$ cat src/sdbt_pkg.sv
// Package: shared constants and types for the SDRAM burst/precharge/power-down link.
// Assumes both ends run on one 10 MHz clock ref_clk.
package sdbt_pkg;
	localparam int sdbt_bank_bits = 2;
	localparam int sdbt_nbanks = 4;
	localparam int sdbt_col_bits = 8;
	localparam int sdbt_addr_bits = 11;
	localparam int sdbt_data_bits = 32;
	localparam int sdbt_all_bank_pos = 10;
	localparam logic [2:0] sdbt_burst_full = 3'h7;
	localparam int sdbt_clk_ns = 100;
	localparam int sdbt_prech_ns = 20;
	localparam int sdbt_wrec_ns = 14;
	localparam int sdbt_prech_cyc = (sdbt_prech_ns + sdbt_clk_ns - 1) / sdbt_clk_ns;
	localparam int sdbt_wrec_cyc = (sdbt_wrec_ns + sdbt_clk_ns - 1) / sdbt_clk_ns;
	localparam int sdbt_pdn_max_ms = 64;
	localparam int sdbt_pdn_max_cyc = sdbt_pdn_max_ms * 10000;
	// Command pattern {row, col, we} with chip select low
	localparam logic [2:0] sdbt_cmd_read = 3'h5;
	localparam logic [2:0] sdbt_cmd_write = 3'h4;
	localparam logic [2:0] sdbt_cmd_prech = 3'h2;
	localparam logic [2:0] sdbt_cmd_bterm = 3'h6;
	localparam logic [2:0] sdbt_cmd_nop = 3'h7;
	localparam logic [2:0] sdbt_cmd_active = 3'h3;
	typedef enum logic [1:0] {sdbt_idle, sdbt_row_active, sdbt_reading, sdbt_writing} sdbt_bank_type;
endpackage : sdbt_pkg

$ cat src/sdbt_if.sv
// Interface: pins between the memory controller and the DRAM device.
// Assumes the testbench resolves dq from the two enables.
`timescale 1ns/1ps
interface sdbt_if import sdbt_pkg::*; (input wire logic ref_clk);
	logic cke;
	logic cs_n;
	logic row_strobe_n;
	logic col_strobe_n;
	logic wr_en_n;
	logic [sdbt_addr_bits-1:0] addr;
	logic [sdbt_bank_bits-1:0] bank;
	logic dqm;
	logic [sdbt_data_bits-1:0] dq_ctl_out;
	logic dq_ctl_oe;
	logic [sdbt_data_bits-1:0] dq_dev_out;
	logic dq_dev_oe;
	logic [sdbt_data_bits-1:0] dq_in;
	modport device (input ref_clk, cke, cs_n, row_strobe_n, col_strobe_n, wr_en_n, addr, bank, dqm, dq_in,
		output dq_dev_out, dq_dev_oe);
	modport ctrl (input ref_clk, dq_in, output cke, cs_n, row_strobe_n, col_strobe_n, wr_en_n, addr, bank,
		dqm, dq_ctl_out, dq_ctl_oe);
endinterface : sdbt_if

$ cat src/sdbt_device.sv
// Device end: command decode, bank tracking, write bursts, read drive, suspend, power-down.
// Assumes the controller keeps its own timing; pins are synchronous to ref_clk (same-domain logic).
`timescale 1ns/1ps
module sdbt_device import sdbt_pkg::*; (
	input wire logic rst_n,
	sdbt_if.device pins,
	input wire logic [2:0] burst_len_code,
	input wire logic write_burst_mode_bit,
	input wire logic [1:0] read_latency_cycles,
	input wire logic [sdbt_data_bits-1:0] rd_data,
	output logic wr_valid,
	output logic [sdbt_bank_bits-1:0] wr_bank,
	output logic [sdbt_col_bits-1:0] wr_col,
	output logic [sdbt_data_bits-1:0] wr_data,
	output logic power_down,
	output logic precharge_power_down,
	output logic clock_suspended,
	output logic [2*sdbt_nbanks-1:0] bank_states
);
	wire logic clk = pins.ref_clk;

	// ----------------------------------------
	// Command decode
	// ----------------------------------------
	logic [2:0] pattern;
	logic cmd_sel;
	logic cke_prev;
	logic susp;
	assign pattern = {pins.row_strobe_n, pins.col_strobe_n, pins.wr_en_n};
	// A low gate suspends only the following edge, so its own edge still takes commands
	assign cmd_sel = !pins.cs_n && !susp && !power_down;
	logic is_read, is_write, is_prech, is_bterm, is_active, is_nop;
	assign is_read = cmd_sel && pattern == sdbt_cmd_read;
	assign is_write = cmd_sel && pattern == sdbt_cmd_write;
	assign is_prech = cmd_sel && pattern == sdbt_cmd_prech;
	assign is_bterm = cmd_sel && pattern == sdbt_cmd_bterm;
	assign is_active = cmd_sel && pattern == sdbt_cmd_active;
	assign is_nop = pins.cs_n || pattern == sdbt_cmd_nop;

	sdbt_bank_type bank_st [sdbt_nbanks];
	logic any_access;
	logic all_idle;
	always_comb begin
		any_access = 1'b0;
		all_idle = 1'b1;
		for (int i = 0; i < sdbt_nbanks; i++) begin
			if (bank_st[i] == sdbt_reading || bank_st[i] == sdbt_writing) begin
				any_access = 1'b1;
			end
			if (bank_st[i] != sdbt_idle) begin
				all_idle = 1'b0;
			end
		end
	end

	// ----------------------------------------
	// Power-down and clock suspend
	// ----------------------------------------
	always_ff @(posedge clk or negedge rst_n) begin
		if (!rst_n) begin
			cke_prev <= 1'b1;
		end else begin
			cke_prev <= pins.cke;
		end
	end

	always_ff @(posedge clk or negedge rst_n) begin
		if (!rst_n) begin
			power_down <= 1'b0;
			precharge_power_down <= 1'b0;
		end else if (!power_down && cke_prev && !pins.cke && is_nop && !any_access) begin
			power_down <= 1'b1;
			precharge_power_down <= all_idle;
		end else if (power_down && pins.cke && is_nop) begin
			power_down <= 1'b0;
			precharge_power_down <= 1'b0;
		end
	end

	// Suspend the internal edge following each low-sampled gate during a read or write access, outside power-down
	always_ff @(posedge clk or negedge rst_n) begin
		if (!rst_n) begin
			susp <= 1'b0;
		end else if (!pins.cke && (any_access || susp) && !power_down) begin
			susp <= 1'b1;
		end else if (pins.cke) begin
			susp <= 1'b0;
		end
	end
	assign clock_suspended = susp;

	// ----------------------------------------
	// Burst engine
	// ----------------------------------------
	logic wr_act, rd_act, ap_pend;
	logic [sdbt_bank_bits-1:0] cur_bank;
	logic [sdbt_col_bits-1:0] cur_col;
	logic [sdbt_col_bits:0] remain;
	logic full_page;
	logic [sdbt_col_bits:0] blen;
	logic adv;
	assign adv = !susp && !power_down;
	always_comb begin
		unique case (burst_len_code)
			3'h0: blen = 9'h001;
			3'h1: blen = 9'h002;
			3'h2: blen = 9'h004;
			3'h3: blen = 9'h008;
			default: blen = 9'h100;
		endcase
	end
	assign full_page = burst_len_code == sdbt_burst_full;

	logic [sdbt_bank_bits-1:0] cmd_bank;
	logic [sdbt_col_bits-1:0] cmd_col;
	logic cmd_ap;
	assign cmd_bank = pins.bank;
	assign cmd_col = pins.addr[sdbt_col_bits-1:0];
	assign cmd_ap = pins.addr[sdbt_all_bank_pos];
	logic burst_last;
	assign burst_last = !full_page && remain == 9'h001;
	logic burst_stop;
	assign burst_stop = is_bterm || (is_prech && (pins.addr[sdbt_all_bank_pos] || pins.bank == cur_bank));

	always_ff @(posedge clk or negedge rst_n) begin
		if (!rst_n) begin
			wr_act <= 1'b0;
			rd_act <= 1'b0;
			ap_pend <= 1'b0;
			cur_bank <= '0;
			cur_col <= '0;
			remain <= '0;
		end else if (is_write) begin
			wr_act <= !write_burst_mode_bit && (blen != 9'h001);
			rd_act <= 1'b0;
			ap_pend <= cmd_ap;
			cur_bank <= cmd_bank;
			cur_col <= cmd_col + 8'h01;
			remain <= write_burst_mode_bit ? 9'h000 : blen - 9'h001;
		end else if (is_read) begin
			wr_act <= 1'b0;
			rd_act <= blen != 9'h001;
			ap_pend <= cmd_ap;
			cur_bank <= cmd_bank;
			cur_col <= cmd_col + 8'h01;
			remain <= blen - 9'h001;
		end else if (burst_stop) begin
			wr_act <= 1'b0;
			rd_act <= 1'b0;
			ap_pend <= 1'b0;
		end else if (adv && (wr_act || rd_act)) begin
			cur_col <= cur_col + 8'h01;
			if (!full_page) begin
				remain <= remain - 9'h001;
			end
			// Auto-precharge choice kept so the bank closes after the last word
			if (burst_last) begin
				wr_act <= 1'b0;
				rd_act <= 1'b0;
			end
		end
	end

	// Write port: unmasked command-edge word and each following unmasked word
	always_ff @(posedge clk or negedge rst_n) begin
		if (!rst_n) begin
			wr_valid <= 1'b0;
			wr_bank <= '0;
			wr_col <= '0;
			wr_data <= '0;
		end else begin
			wr_valid <= 1'b0;
			if (is_write) begin
				wr_valid <= !pins.dqm;
				wr_bank <= cmd_bank;
				wr_col <= cmd_col;
				wr_data <= pins.dq_in;
			end else if (wr_act && adv && !is_read && !burst_stop) begin
				wr_valid <= !pins.dqm;
				wr_bank <= cur_bank;
				wr_col <= cur_col;
				wr_data <= pins.dq_in;
			end
		end
	end

	// ----------------------------------------
	// Read data pipeline; held during suspend
	// ----------------------------------------
	logic [2:0] rd_pipe;
	logic dqm_pipe;
	logic rd_word_now;
	logic [3:0] rd_tap;
	// Word leaves the array on the read edge and each unsuspended burst edge
	assign rd_word_now = is_read || (rd_act && adv && !is_write && !burst_stop);
	assign rd_tap = {rd_pipe, rd_word_now};
	always_ff @(posedge clk or negedge rst_n) begin
		if (!rst_n) begin
			rd_pipe <= '0;
			dqm_pipe <= 1'b0;
		end else if (!susp) begin
			rd_pipe <= {rd_pipe[1:0], rd_word_now};
			dqm_pipe <= pins.dqm;
		end
	end
	always_ff @(posedge clk or negedge rst_n) begin
		if (!rst_n) begin
			pins.dq_dev_oe <= 1'b0;
			pins.dq_dev_out <= '0;
		end else if (is_write) begin
			pins.dq_dev_oe <= 1'b0;
		end else if (!susp) begin
			pins.dq_dev_oe <= rd_tap[read_latency_cycles - 2'h1] && !dqm_pipe;
			pins.dq_dev_out <= rd_data;
		end
	end

	// ----------------------------------------
	// Bank states
	// ----------------------------------------
	always_ff @(posedge clk or negedge rst_n) begin
		if (!rst_n) begin
			for (int i = 0; i < sdbt_nbanks; i++) begin
				bank_st[i] <= sdbt_idle;
			end
		end else begin
			for (int i = 0; i < sdbt_nbanks; i++) begin
				if (is_prech && (pins.addr[sdbt_all_bank_pos] || pins.bank == i[1:0])) begin
					bank_st[i] <= sdbt_idle;
				end else if (is_active && pins.bank == i[1:0] && bank_st[i] == sdbt_idle) begin
					bank_st[i] <= sdbt_row_active;
				end else if ((is_read || is_write) && pins.bank == i[1:0] && bank_st[i] != sdbt_idle) begin
					bank_st[i] <= is_read ? sdbt_reading : sdbt_writing;
				end else if (bank_st[i] inside {sdbt_reading, sdbt_writing} && cur_bank == i[1:0]
					&& !wr_act && !rd_act) begin
					bank_st[i] <= ap_pend ? sdbt_idle : sdbt_row_active;
				end else if (bank_st[i] inside {sdbt_reading, sdbt_writing} && cur_bank != i[1:0]) begin
					bank_st[i] <= sdbt_row_active;
				end
			end
		end
	end
	always_comb begin
		for (int i = 0; i < sdbt_nbanks; i++) begin
			bank_states[2*i +: 2] = bank_st[i];
		end
	end
endmodule : sdbt_device

$ cat src/flat_wrapper.sv
// flat-port wrapper written by rule: the top's interface ports become plain ports
module sdbt_device_flat import sdbt_pkg::*;
  (rst_n, burst_len_code, write_burst_mode_bit, read_latency_cycles, rd_data, wr_valid, wr_bank, wr_col, wr_data, power_down, precharge_power_down, clock_suspended, bank_states, ref_clk, pins_cke, pins_cs_n, pins_row_strobe_n, pins_col_strobe_n, pins_wr_en_n, pins_addr, pins_bank, pins_dqm, pins_dq_in, pins_dq_dev_out, pins_dq_dev_oe);
  sdbt_if pins_i (.ref_clk(ref_clk));
  input wire logic rst_n;
  input wire logic [2:0] burst_len_code;
  input wire logic write_burst_mode_bit;
  input wire logic [1:0] read_latency_cycles;
  input wire logic [sdbt_data_bits-1:0] rd_data;
  output logic wr_valid;
  output logic [sdbt_bank_bits-1:0] wr_bank;
  output logic [sdbt_col_bits-1:0] wr_col;
  output logic [sdbt_data_bits-1:0] wr_data;
  output logic power_down;
  output logic precharge_power_down;
  output logic clock_suspended;
  output logic [2*sdbt_nbanks-1:0] bank_states;
  input wire logic ref_clk;
  input wire logic [$bits(pins_i.cke)-1:0] pins_cke;
  input wire logic [$bits(pins_i.cs_n)-1:0] pins_cs_n;
  input wire logic [$bits(pins_i.row_strobe_n)-1:0] pins_row_strobe_n;
  input wire logic [$bits(pins_i.col_strobe_n)-1:0] pins_col_strobe_n;
  input wire logic [$bits(pins_i.wr_en_n)-1:0] pins_wr_en_n;
  input wire logic [$bits(pins_i.addr)-1:0] pins_addr;
  input wire logic [$bits(pins_i.bank)-1:0] pins_bank;
  input wire logic [$bits(pins_i.dqm)-1:0] pins_dqm;
  input wire logic [$bits(pins_i.dq_in)-1:0] pins_dq_in;
  output wire logic [$bits(pins_i.dq_dev_out)-1:0] pins_dq_dev_out;
  output wire logic [$bits(pins_i.dq_dev_oe)-1:0] pins_dq_dev_oe;
  assign pins_i.cke = pins_cke;
  assign pins_i.cs_n = pins_cs_n;
  assign pins_i.row_strobe_n = pins_row_strobe_n;
  assign pins_i.col_strobe_n = pins_col_strobe_n;
  assign pins_i.wr_en_n = pins_wr_en_n;
  assign pins_i.addr = pins_addr;
  assign pins_i.bank = pins_bank;
  assign pins_i.dqm = pins_dqm;
  assign pins_i.dq_in = pins_dq_in;
  assign pins_dq_dev_out = pins_i.dq_dev_out;
  assign pins_dq_dev_oe = pins_i.dq_dev_oe;
  sdbt_device u_core (.rst_n(rst_n), .pins(pins_i), .burst_len_code(burst_len_code), .write_burst_mode_bit(write_burst_mode_bit), .read_latency_cycles(read_latency_cycles), .rd_data(rd_data), .wr_valid(wr_valid), .wr_bank(wr_bank), .wr_col(wr_col), .wr_data(wr_data), .power_down(power_down), .precharge_power_down(precharge_power_down), .clock_suspended(clock_suspended), .bank_states(bank_states));
endmodule
$ cat config.mk
export PLATFORM = sky130hd
export DESIGN_NAME = sdbt_device_flat
export DESIGN_NICKNAME = d
export VERILOG_FILES = /design/src/sdbt_pkg.sv /design/src/sdbt_if.sv /design/src/sdbt_device.sv /design/src/flat_wrapper.sv
export SDC_FILE = /design/constraint.sdc
export NUM_CORES = 1
export LEC_CHECK = 0
export BUFFER_PORTS_ARGS = -buffer_cell sky130_fd_sc_hd__buf_2
export CORE_MARGIN = 3
export CORE_UTILIZATION = 25
export CTS_CLUSTER_DIAMETER = 50
export CTS_CLUSTER_SIZE = 25
export DETAILED_ROUTE_END_ITERATION = 8
export PLACE_DENSITY_LB_ADDON = 0.05
export SLEW_MARGIN = 40
export SYNTH_ARGS = -nofsm -noshare
export SYNTH_HDL_FRONTEND = slang
export SYNTH_SLANG_ARGS = --single-unit
$ cat constraint.sdc
create_clock -name ref_clk -period 2.7 [get_ports ref_clk]
set_input_delay 0.27 -clock ref_clk [delete_from_list [all_inputs] [get_ports ref_clk]]
set_output_delay 0.27 -clock ref_clk [all_outputs]
set_load 0.1 [all_outputs]
### After elaboration in Yosys (flattened, before gate mapping)

Index checks and enable logic that the tools add are counted.

* bits in writable memories: 0
* flip-flop bits (word level): 114
* output and inout port bits: 87
* memories kept: 0
* ROM bits: 0
* input bits: 91
* logic and storage cells: 257
* bits in latches: 0

* eq/ne operators: 33
* order comparisons: 1
* muxes and demuxes: 70
* div/mod/pow operators: 0
* $add $sub $neg: 5
* $mul: 0
* shifts and indexed selects: 0
* bitwise operators: 2
* reduce and logical (&&, ||, !) cells: 124

Operators with widths (number)
* 32-bit two-way mux: 2
* 1-bit logical AND: 63
* 9-bit two-way mux: 6
* 2-bit two-way mux: 24
* 8-bit two-way mux: 6
* 9-bit case mux with 4 select lines: 1
* 1-bit two-way mux: 30
* 2-bit nonzero test: 13
* 2-bit == test, second input constant: 12
* 5-bit nonzero test: 4
* 9-bit by 1-bit subtractor with 9-bit output, second input constant: 2
* 8-bit by 1-bit adder with 8-bit output, second input constant: 2
* 3-bit == test, second input constant: 5
* 1-bit logical OR: 15
* 1-bit logical NOT: 14
* 3-bit by 2-bit == test with 1-bit output, second input constant: 4
* 2-bit logical NOT: 6
* 9-bit by 1-bit == test with 1-bit output, second input constant: 1
* 9-bit by 1-bit != test with 1-bit output, second input constant: 1
* 4-bit nonzero test: 2
* 2-bit != test, second input constant: 3
* 3-bit by 1-bit != test with 1-bit output, second input constant: 2
* 2-bit AND reduction: 3
* 3-bit nonzero test: 2
* other kinds (10): 12

### Depth between registers and ports, before layout

Gate-level depths: netlist of the first run.

* depth after elaboration: 14
* depth in mapped cells: 8
* gate-level depth less buffers: 7

### Worst setup path after synthesis of the first run

OpenSTA, ideal clock, no wires.

* path kind: reg2reg
* start point: register u_core.susp, in the netlist u_core.clock_suspended
* end point: register u_core.wr_bank[1]
* cell stages (with the launch flop): 9
* setup time: 0.125 ns
* path slack: 0.208 ns
* required time: 2.575 ns
* period minus slack after synthesis: 2.492 ns
* buffers on the path: 4
* data arrival time: 2.367 ns
* cells stage by stage: dfrtp_1 -> clkbuf_1 -> nor2_1 -> buf_2 -> nand2_1 -> o31a_1 -> buf_6 -> buf_6 -> mux2_4

* word-level cells in the longest chain between the ends: 9
* elaborated cells on any way between the ends: 17
* those cells by class: mux: 1; reduce/logical: 16

RTL lines
* from (decl): RTL line sdbt_device.sv:28 `logic susp;`
* from (signal assigned): RTL line sdbt_device.sv:83 `susp <= 1'b0;`
* from (signal assigned): RTL line sdbt_device.sv:85 `susp <= 1'b1;`
* from (signal assigned): RTL line sdbt_device.sv:87 `susp <= 1'b0;`
* 1-bit logical NOT (*): RTL line sdbt_device.sv:31, sdbt_device.sv:102
* 1-bit logical AND (2 in series): RTL line sdbt_device.sv:31 `assign cmd_sel = !pins.cs_n && !susp && !power_down;`
* 1-bit logical AND: RTL line sdbt_device.sv:35 `assign is_prech = cmd_sel && pattern == sdbt_cmd_prech;`
* 1-bit logical AND: RTL line sdbt_device.sv:123 `assign burst_stop = is_bterm || (is_prech && (pins.addr[sdbt_all_bank_pos] || pins.bank == cur_bank));`
* 1-bit logical OR: RTL line sdbt_device.sv:123
* 1-bit logical NOT: RTL line sdbt_device.sv:178 `end else if (wr_act && adv && !is_read && !burst_stop) begin`
* 1-bit logical AND: RTL line sdbt_device.sv:178
* 2-bit nonzero test (no line)
* to (signal assigned): RTL line sdbt_device.sv:175 `wr_bank <= cmd_bank;`
* to (signal assigned): RTL line sdbt_device.sv:180 `wr_bank <= cur_bank;`
* to (decl): RTL line sdbt_device.sv:12 `output logic [sdbt_bank_bits-1:0] wr_bank,`

Mark *: on every way between the ends. The rest lies on a longest branch, timed or not.
A chain may end at the register's enable or synchronous reset.

### Worst setup path in the final report of the first run

* start point: register u_core.cur_bank[0]
* end point: register u_core.wr_data[11]

* word-level cells in the longest chain between the ends: 7

RTL lines
* from (decl): RTL line sdbt_device.sv:96 `logic [sdbt_bank_bits-1:0] cur_bank;`
* from (signal assigned): RTL line sdbt_device.sv:137 `cur_bank <= cmd_bank;`
* from (signal assigned): RTL line sdbt_device.sv:144 `cur_bank <= cmd_bank;`
* 2-bit == test: RTL line sdbt_device.sv:123
* 1-bit logical OR: RTL line sdbt_device.sv:123
* 1-bit logical AND: RTL line sdbt_device.sv:123
* 1-bit logical OR: RTL line sdbt_device.sv:123
* 1-bit logical NOT: RTL line sdbt_device.sv:178
* 1-bit logical AND: RTL line sdbt_device.sv:178
* 2-bit nonzero test (no line)
* to (signal assigned): RTL line sdbt_device.sv:177 `wr_data <= pins.dq_in;`
* to (signal assigned): RTL line sdbt_device.sv:182 `wr_data <= pins.dq_in;`
* to (decl): RTL line sdbt_device.sv:14 `output logic [sdbt_data_bits-1:0] wr_data,`

Every way passes these cells.

==> results.cfg, run 1 <==
[final_layout]
drive_gt1_frac = 0.466
finalCoreUtilization = 0.342
final_net_count = 778
instances_no_fill = 973
fill_cells = 2231
area_growth_pct = 32.3
num_antenna_cells = 0

[detailed_routing]
wl_per_cell_um = 17.2
via_count = 4609
top_layer = met4
wl_met2_um = 8270
drc = 0
firstDrtPassIters = 5
ant_nets = 0
wl_met1_um = 7160
viasPerCell = 4.74
initialDrtViolationCount = 296
wirelength_um = 16700
met3_length_um = 1100

[place]
hpwlAfterDp_um = 12200
port-buffer-count = 175
gp_congestion = 0.782
placed_cells_incl_taps = 939
place_ws_ps = 346

[power_and_ir_drop]
p_leak_nw = 3.63
power.density_mw_per_mm2 = 1290
peakVddDrop_uv = 947

[grt]
grt_overflow = 0
grt_pass1_vias = 4693
grtUsageTotal = 0.133
grt_max_degree = 52
grt_pass1_wl_um = 25700
antenna_found_initial = 0

[die]
initial_core_util = 0.259
core_mm2 = 0.0222
die_area_mm2 = 0.0248
die_w_um = 158
pin_count = 178
rows = 54
die_h_um = 158

[timing]
max_clock_freq_mhz = 444
tns_ps = 0
fin_crit_sh = 0.834
setup_violations = 0
min_period_ps = 2250
rsz0062_at_grt = no
hold_viol_final = 0
skew_ps = 10.3
slew_violations = 0
worst_slew_pin_slew_ps = 713
fin_ws_ps = 449
slew_headroom = 0.525

[cts]
cts_max_level = 4
clk_latency_ps = 420
clockBufferDepth = 2
cts_setup_buffers = 0
cts_root_buffer = clkbuf_16
cts_tree = yes
numCtsBuffers = 17
cts_resized = 0
clk_pin_slew_worst_paths_ps = 60
cts.sinks = 114

[synthesis]
ys_async_sr_fraction = 1.00
ys_seq_elements = 114
syn_avg_cell_area_um2 = 11.7
seq_area_frac_synth = 0.497
ys.flop_type = dfrtp_1
yosysWarnings = 0
syn_inst = 491
synth.distinct_cells = 66
synth_edf_count = 0
synth_nets = 589
netlist_area_mm2 = 0.00575

[worst_setup_path]
end_kind = flop
slowest_stage = dfrtp_1
startpoint_type = flop
path_cells = xnor2_1 -> a211oi_4 -> nor2_2 -> o31a_2 -> buf_12 -> mux2_4
timing.rr.end = u_core.wr_data[11]$_DFFE_PN0P_
cp.required_ps = 2990
setup.worst_path.end = u_core.wr_data[11]$_DFFE_PN0P_
r2r_slack_ps = 450
r2r_cells = 6
r2r-start = u_core.cur_bank[0]$_DFFE_PN0N_
crit_arrival_ps = 2540
setup.worst_path.class = reg -> reg
cp-startpoint = u_core.cur_bank[0]$_DFFE_PN0N_
cpPeakStageDelay_ps = 570
critPathMaxFanout = 43

[run]
max_cap_violations = 0

[status]
status = finished, final reports clean

[min_path]
hold_path.class = in -> reg
placed cells by master (no fill, tap or decap), types with 4 or more instances in the layout:
| master | Yosys | final |
|---|---|---|
| nor3_1 | 7 | 7 |
| clkinvlp_4 | 0 | 4 |
| o22a_1 | 6 | 6 |
| nor2b_1 | 4 | 4 |
| nor2_1 | 35 | 34 |
| mux2_4 | 39 | 39 |
| nand2_1 | 34 | 34 |
| clkbuf_16 | 0 | 17 |
| nor4_1 | 5 | 5 |
| and3_1 | 5 | 5 |
| a31oi_1 | 11 | 11 |
| mux2_1 | 4 | 4 |
| clkinv_4 | 0 | 4 |
| o21ai_0 | 27 | 27 |
| mux2_2 | 45 | 45 |
| dfrtp_1 | 113 | 113 |
| o22ai_1 | 4 | 4 |
| inv_1 | 11 | 11 |
| ha_1 | 7 | 7 |
| xnor2_1 | 5 | 5 |
| nand4_1 | 8 | 8 |
| buf_2 | 10 | 174 |
| nand3_1 | 10 | 10 |
| buf_4 | 1 | 17 |
| a21oi_1 | 19 | 19 |
cell usage after synthesis, types with 4 or more instances:
| library cell | instances | area (um^2) |
|---|---|---|
| dfrtp_1 | 113 | 2830 |
| mux2_2 | 45 | 507 |
| mux2_4 | 39 | 586 |
| nor2_1 | 35 | 131 |
| nand2_1 | 34 | 128 |
| o21ai_0 | 27 | 135 |
| a21oi_1 | 19 | 95.1 |
| a31oi_1 | 11 | 68.8 |
| inv_1 | 11 | 41.3 |
| buf_2 | 10 | 50.1 |
| nand3_1 | 10 | 50.1 |
| nand4_1 | 8 | 50.1 |
| buf_6 | 7 | 78.8 |
| clkbuf_1 | 7 | 26.3 |
| ha_1 | 7 | 87.6 |
| nor3_1 | 7 | 35.0 |
| o22a_1 | 6 | 52.6 |
| and3_1 | 5 | 31.3 |
| nor4_1 | 5 | 31.3 |
| xnor2_1 | 5 | 43.8 |
| mux2_1 | 4 | 45.0 |
| nor2b_1 | 4 | 25.0 |
| o22ai_1 | 4 | 25.0 |
state kept, by name (all words and copies together), names as in the netlist, 3 cells and up:
name and cells:
u_core.pins.dq_dev_out 32, u_core.wr_data 32, u_core.remain 9, u_core.bank_states 8
u_core.cur_col 8, u_core.wr_col 8, u_core.rd_pipe 3
kinds of logic (layout without fill, tap and decap cells):
family          after synthesis  in the layout  share of synthesized area
fa+ha+maj                     7              7                     0.0152
mux                          91             91                      0.203
xor+xnor                      8              8                     0.0122
flops                       114            114                      0.497
simple gates                136            136                      0.121
buf+inv                      36            238                     0.0355
compound gates               99             99                      0.117
metrics by stage:
step | hold WS (ps) | instance area [um^2] | power (W)
after floorplan | -25.6 | 5750 | 0.00669
after global placement | 382 | 6980 | 0.00759
after detailed placement | 383 | 6980 | 0.00759
after CTS | 1.07 | 7600 | 0.00996
after global routing | 14.3 | 7600 | 0.0103
final | 23.1 | 7600 | 0.00984
metal layers:
layer | up-vias | track usage
met3 | 17 | 0.0470
met2 | 155 | 0.222
met5 | - | 0
met4 | 0 | 0.0372
li1 | 2177 | -
met1 | 2260 | 0.164
layout make-up:
| cell class | count | area [um^2] | area share |
|---|---|---|---|
| repair buffers | 195 | 1060 | 0.139 |
| inverters | 11 | 41.3 | 0.00543 |
| well taps | 280 | 350 | 0.0461 |
| flip-flops and latches | 114 | 2850 | 0.375 |
| clock inverters | 13 | 151 | 0.0199 |
| clock buffers | 19 | 453 | 0.0596 |
| multi-input cells | 341 | 2690 | 0.354 |
where the power goes:
group	internal, W	total [W]	switching (W)
registers	0.00224	0.00263	0.000380
logic	0.00118	0.00492	0.00374
clock network	0.00142	0.00229	0.000873
total	0.00484	0.00984	0.00500
worst max-delay path: cells and delay by family, from the launching register on:
family,cells,cell delay (ps)
compound gates,2,710
flops,1,570
mux,1,330
buf+inv,1,220
xor+xnor,1,180
simple gates,1,100
worst min-delay path by stage:
stage          cells after the start  startpoint                           endpoint
3_5_place_dp                       1       rst_n  u_core.bank_states[7]$_DFFE_PN0P_
2_1_floorplan                      0       rst_n         u_core.ap_pend$_DFFE_PN0P_
3_3_place_gp                       1       rst_n  u_core.bank_states[7]$_DFFE_PN0P_
4_1_cts                            2    pins_dqm          u_core.wr_valid$_DFF_PN0_
5_1_grt                            2    pins_dqm          u_core.wr_valid$_DFF_PN0_
6_report                           2    pins_dqm          u_core.wr_valid$_DFF_PN0_
repair_timing:
action                     4_1_cts  5_1_grt
hold buffers                     2        0
setup endpoints to repair        0        0
hold endpoints to repair        48        0
(Power assumes the default switching activity.)
==> run 2, diff against run 1 <==
- clock period: 2.7 -> 2.1 ns (I/O delays scaled with it)
==> run 2 against run 1 <==
Compared with the run above: sequential cell count stayed put; critical endpoint is now u_core.bank_states[5]$_DFFE_PN0P_; via count is 0.93% higher; first-iteration DRC count is 35% lower; non-clock buffer count is 17 higher.
==> results.cfg, run 2 (synthesis results as in run 1) <==
[place]
gp_congestion = 0.783
hpwlAfterDp_um = 12600
port-buffer-count = 175
place_ws_ps = 108
placed_cells_incl_taps = 952

[timing]
worst_slew_pin_slew_ps = 527
rsz0062_at_grt = no
slew_headroom = 0.651
fin_crit_sh = 0.948
tns_ps = 0
max_clock_freq_mhz = 502
hold_viol_final = 0
slew_violations = 0
skew_ps = 7.70
min_period_ps = 1990
fin_ws_ps = 109
setup_violations = 0

[detailed_routing]
wl_per_cell_um = 17.1
wirelength_um = 17000
ant_nets = 0
viasPerCell = 4.70
firstDrtPassIters = 5
drc = 0
initialDrtViolationCount = 192
via_count = 4652

[grt]
antenna_found_initial = 0
grtUsageTotal = 0.137
grt_overflow = 0
grt_pass1_vias = 4774
grt_pass1_wl_um = 26500
grt_max_degree = 40

[cts]
cts.sinks = 114
cts_tree = yes
cts_setup_buffers = 0
cts_resized = 0
clk_latency_ps = 410
clockBufferDepth = 2
cts_root_buffer = clkbuf_16
cts_max_level = 4
clk_pin_slew_worst_paths_ps = 60
numCtsBuffers = 17

[min_path]
min_path_cells = 2
hold_path.class = in -> reg
hold_start = rd_data[0]
hold_path_end = u_core.pins.dq_dev_out[0]$_DFFE_PN0P_

[worst_setup_path]
startpoint_type = flop
end_kind = flop
critPathMaxFanout = 7
cp.required_ps = 2400
r2r-start = u_core.power_down$_DFFE_PN0P_
r2r_cells = 5
crit_arrival_ps = 2290
timing.rr.end = u_core.bank_states[5]$_DFFE_PN0P_
r2r_slack_ps = 110
setup.worst_path.class = reg -> reg

[status]
status = finished, final reports clean

[final_layout]
reg_top3 = u_core.pins.dq_dev_out (32), u_core.wr_data (32), u_core.remain (9)
final_common_cell = buf_2
area_growth_pct = 35.7
instances_no_fill = 990
final_cell_mix = buf_2 (174), dfrtp_1 (111), mux2_2 (45)
drive_gt1_frac = 0.477
final_net_count = 795
num_antenna_cells = 0

[die]
initial_core_util = 0.259
die_h_um = 158
die_area_mm2 = 0.0248
core_mm2 = 0.0222
die_w_um = 158
rows = 54
pin_count = 178

[power_and_ir_drop]
peakVddDrop_uv = 1240
power.density_mw_per_mm2 = 1650
p_leak_nw = 3.74

[run]
max_cap_violations = 0
==> run 2: cell count changes in the layout (fill, tap and decap cells not counted), moves of 2 or more <==
cell | previous run | this run
dfrtp_1 | 113 | 111
dfrtp_4 | 0 | 2
buf_4 | 17 | 27
dlygate4sd3_1 | 2 | 6
clkinv_2 | 0 | 2
buf_12 | 2 | 5
clkinvlp_4 | 4 | 2
==> run 2: worst max path at each step <==
stage | startpoint | endpoint | slack (ps)
2_1_floorplan | u_core.power_down$_DFFE_PN0P_ | u_core.remain[6]$_DFFE_PN0P_ | 10
3_3_place_gp | u_core.power_down$_DFFE_PN0P_ | u_core.bank_states[5]$_DFFE_PN0P_ | 120
3_5_place_dp | u_core.power_down$_DFFE_PN0P_ | u_core.bank_states[5]$_DFFE_PN0P_ | 110
4_1_cts | u_core.power_down$_DFFE_PN0P_ | u_core.bank_states[5]$_DFFE_PN0P_ | 100
5_1_grt | u_core.power_down$_DFFE_PN0P_ | u_core.bank_states[5]$_DFFE_PN0P_ | 20
6_report | u_core.power_down$_DFFE_PN0P_ | u_core.bank_states[5]$_DFFE_PN0P_ | 110
==> run 2: cell type report <==
cell class | count | area, um^2
inverter | 11 | 41.3
tap | 280 | 350
timing repair buffer | 212 | 1230
sequential | 114 | 2860
clock buffer | 18 | 439
clock inverter | 14 | 176
multi-input combinational | 341 | 2700
fill | 2231 | 14400
==> run 2: stage by stage <==
step	cell area (um^2)	hold slack, ps	total power, W	utilization
floorplan	5760	-85.6	0.00860	-
global placement	7120	173	0.00983	0.320
detailed placement	7120	178	0.00986	0.320
CTS	7770	1.63	0.0130	0.349
global route	7800	0.815	0.0135	0.351
finish	7800	24.7	0.0128	0.351
==> run 2: layer usage <==
layer  up-vias  global-route usage  wire length (um)
met3        16              0.0470              1050
met4         0              0.0405               271
met5         -                   0                 0
met2       140               0.215              7970
met1      2285               0.181              7670
li1       2211                   -                 -
==> run 2: report_power, final <==
group	leakage [nW]	switching, W	internal, W	total, W
combinational	2.07	0.00486	0.00159	0.00645
clock	0.298	0.00113	0.00191	0.00305
sequential	1.37	0.000455	0.00289	0.00334
==> run 2: critical path, cell delays in order, from the launching register on <==
cell and delay (ps):
dfrtp_4 480, or2_1 360, nor3_1 460, o21ai_0 170, a31o_1 250, a22o_1 170
==> run 2: timing repair <==
action                                 4_1_cts  5_1_grt
hold buffers                                 3        3
setup endpoints to repair                    0        0
endpoints found under the hold margin       28        3
==> run 3, diff against run 2 <==
- PLACE_DENSITY_LB_ADDON: 0.05 -> unset
==> run 3 against run 2 <==
Compared with the run above: worst setup slack improved by 38 ps; non-clock buffer count decreased by 5; total power increased by 0.31%; largest cell class unchanged; clock power increased by 2%; via count decreased by 0.95%; sequential cell count unchanged; design area decreased by 0.22%; hold slack improved by 3.1 ps.
==> results.cfg, run 3 (synthesis results as in run 1) <==
[status]
status = finished, final reports clean

[timing]
tns_ps = 0
slew_headroom = 0.524
slew_violations = 0
fin_crit_sh = 0.930
skew_ps = 17.4
rsz0062_at_grt = no
worst_slew_pin_slew_ps = 714
min_period_ps = 1950
setup_violations = 0
hold_viol_final = 0
max_clock_freq_mhz = 512

[cts]
clk_latency_ps = 410
numCtsBuffers = 17
holdBufCountCts = 4
cts.sinks = 114
cts_tree = yes
clockBufferDepth = 2
clk_pin_slew_worst_paths_ps = 60
cts_resized = 0
cts_setup_buffers = 0
cts_root_buffer = clkbuf_16
cts_max_level = 4

[worst_setup_path]
critPathMaxFanout = 27
startpoint_type = flop
end_kind = flop
crit_arrival_ps = 2240
setup.worst_path.class = reg -> reg
cp.required_ps = 2390

[grt]
grt_max_degree = 61
grt_overflow = 0
grtUsageTotal = 0.122
grt_pass1_vias = 4518
antenna_found_initial = 0
grt_pass1_wl_um = 23900

[final_layout]
instances_no_fill = 985
final_common_cell = buf_2
area_growth_pct = 35.4
num_antenna_cells = 0
design_area_mm2 = 0.00778
fill_cells = 2208
final_cell_mix = buf_2 (174), dfrtp_1 (111), mux2_2 (45)
final_net_count = 790
drive_gt1_frac = 0.474
reg_top3 = u_core.pins.dq_dev_out (32), u_core.wr_data (32), u_core.remain (9)

[place]
gp_congestion = 0.866
place_area_mm2 = 0.00709
placed_cells_incl_taps = 948
hpwlAfterDp_um = 11400
port-buffer-count = 175

[die]
pin_count = 178
die_w_um = 158
core_mm2 = 0.0222
rows = 54
die_h_um = 158
initial_core_util = 0.259
die_area_mm2 = 0.0248

[run]
max_cap_violations = 0

[detailed_routing]
via_count = 4608
wirelength_um = 15500
firstDrtPassIters = 5
initialDrtViolationCount = 270
wl_per_cell_um = 15.7
viasPerCell = 4.68
ant_nets = 0
drc = 0

[power_and_ir_drop]
p_leak_nw = 3.72
peakVddDrop_uv = 1300
p_total_w = 0.0129
power.density_mw_per_mm2 = 1650

[min_path]
hold_path.class = in -> reg
[run 3: per-layer routing]
metal	part of all wire	global-route usage
met3	0.060	0.0347
met5	0	0
met4	0.012	0.0364
met2	0.48	0.197
met1	0.45	0.159
[run 3: area by class of cell]
type	instances	area [um^2]	area share
Sequential cell	114	2860	0.368
Inverter	11	41.3	0.00531
Timing Repair Buffer	207	1190	0.153
Tap cell	280	350	0.0450
Multi-Input combinational cell	341	2700	0.346
Clock inverter	12	181	0.0233
Clock buffer	20	457	0.0587
[run 3: critical path, cell delays in order, from the launching register on]
cell and delay (ps):
dfrtp_1 390, xnor2_1 170, a211oi_4 310, nor2_2 90
o31a_2 340, buf_12 190, mux2_4 320
[run 3: worst paths after layout]
path	startpoint	to	slack (ps)	depth (start not counted)
min	pins_dq_in[17]	u_core.wr_data[17]$_DFFE_PN0P_	30	2
min in group asynchronous	rst_n	u_core.ap_pend$_DFFE_PN0P_	380	3
max in group asynchronous	rst_n	u_core.pins.dq_dev_out[11]$_DFFE_PN0P_	1070	3
min reg2reg	u_core.precharge_power_down$_DFFE_PN0P_	u_core.precharge_power_down$_DFFE_PN0P_	480	2
max	u_core.cur_bank[0]$_DFFE_PN0N_	u_core.wr_data[29]$_DFFE_PN0P_	150	6
max reg2reg	u_core.cur_bank[0]$_DFFE_PN0N_	u_core.wr_data[29]$_DFFE_PN0P_	150	6
[run 3: power breakdown]
part           internal, W  switching [W]
registers          0.00289       0.000466
logic              0.00158        0.00483
clock network      0.00205        0.00106
total              0.00652        0.00636
[run 3: stage by stage]
step | hold slack (ps) | worst slack [ps] | util
2_1_floorplan | -85.6 | 9.99 | -
3_3_place_gp | 234 | 177 | 0.319
3_5_place_dp | 242 | 153 | 0.319
4_1_cts | 1.48 | 139 | 0.350
5_1_grt | 2.38 | 25.0 | 0.350
6_report | 27.8 | 147 | 0.350
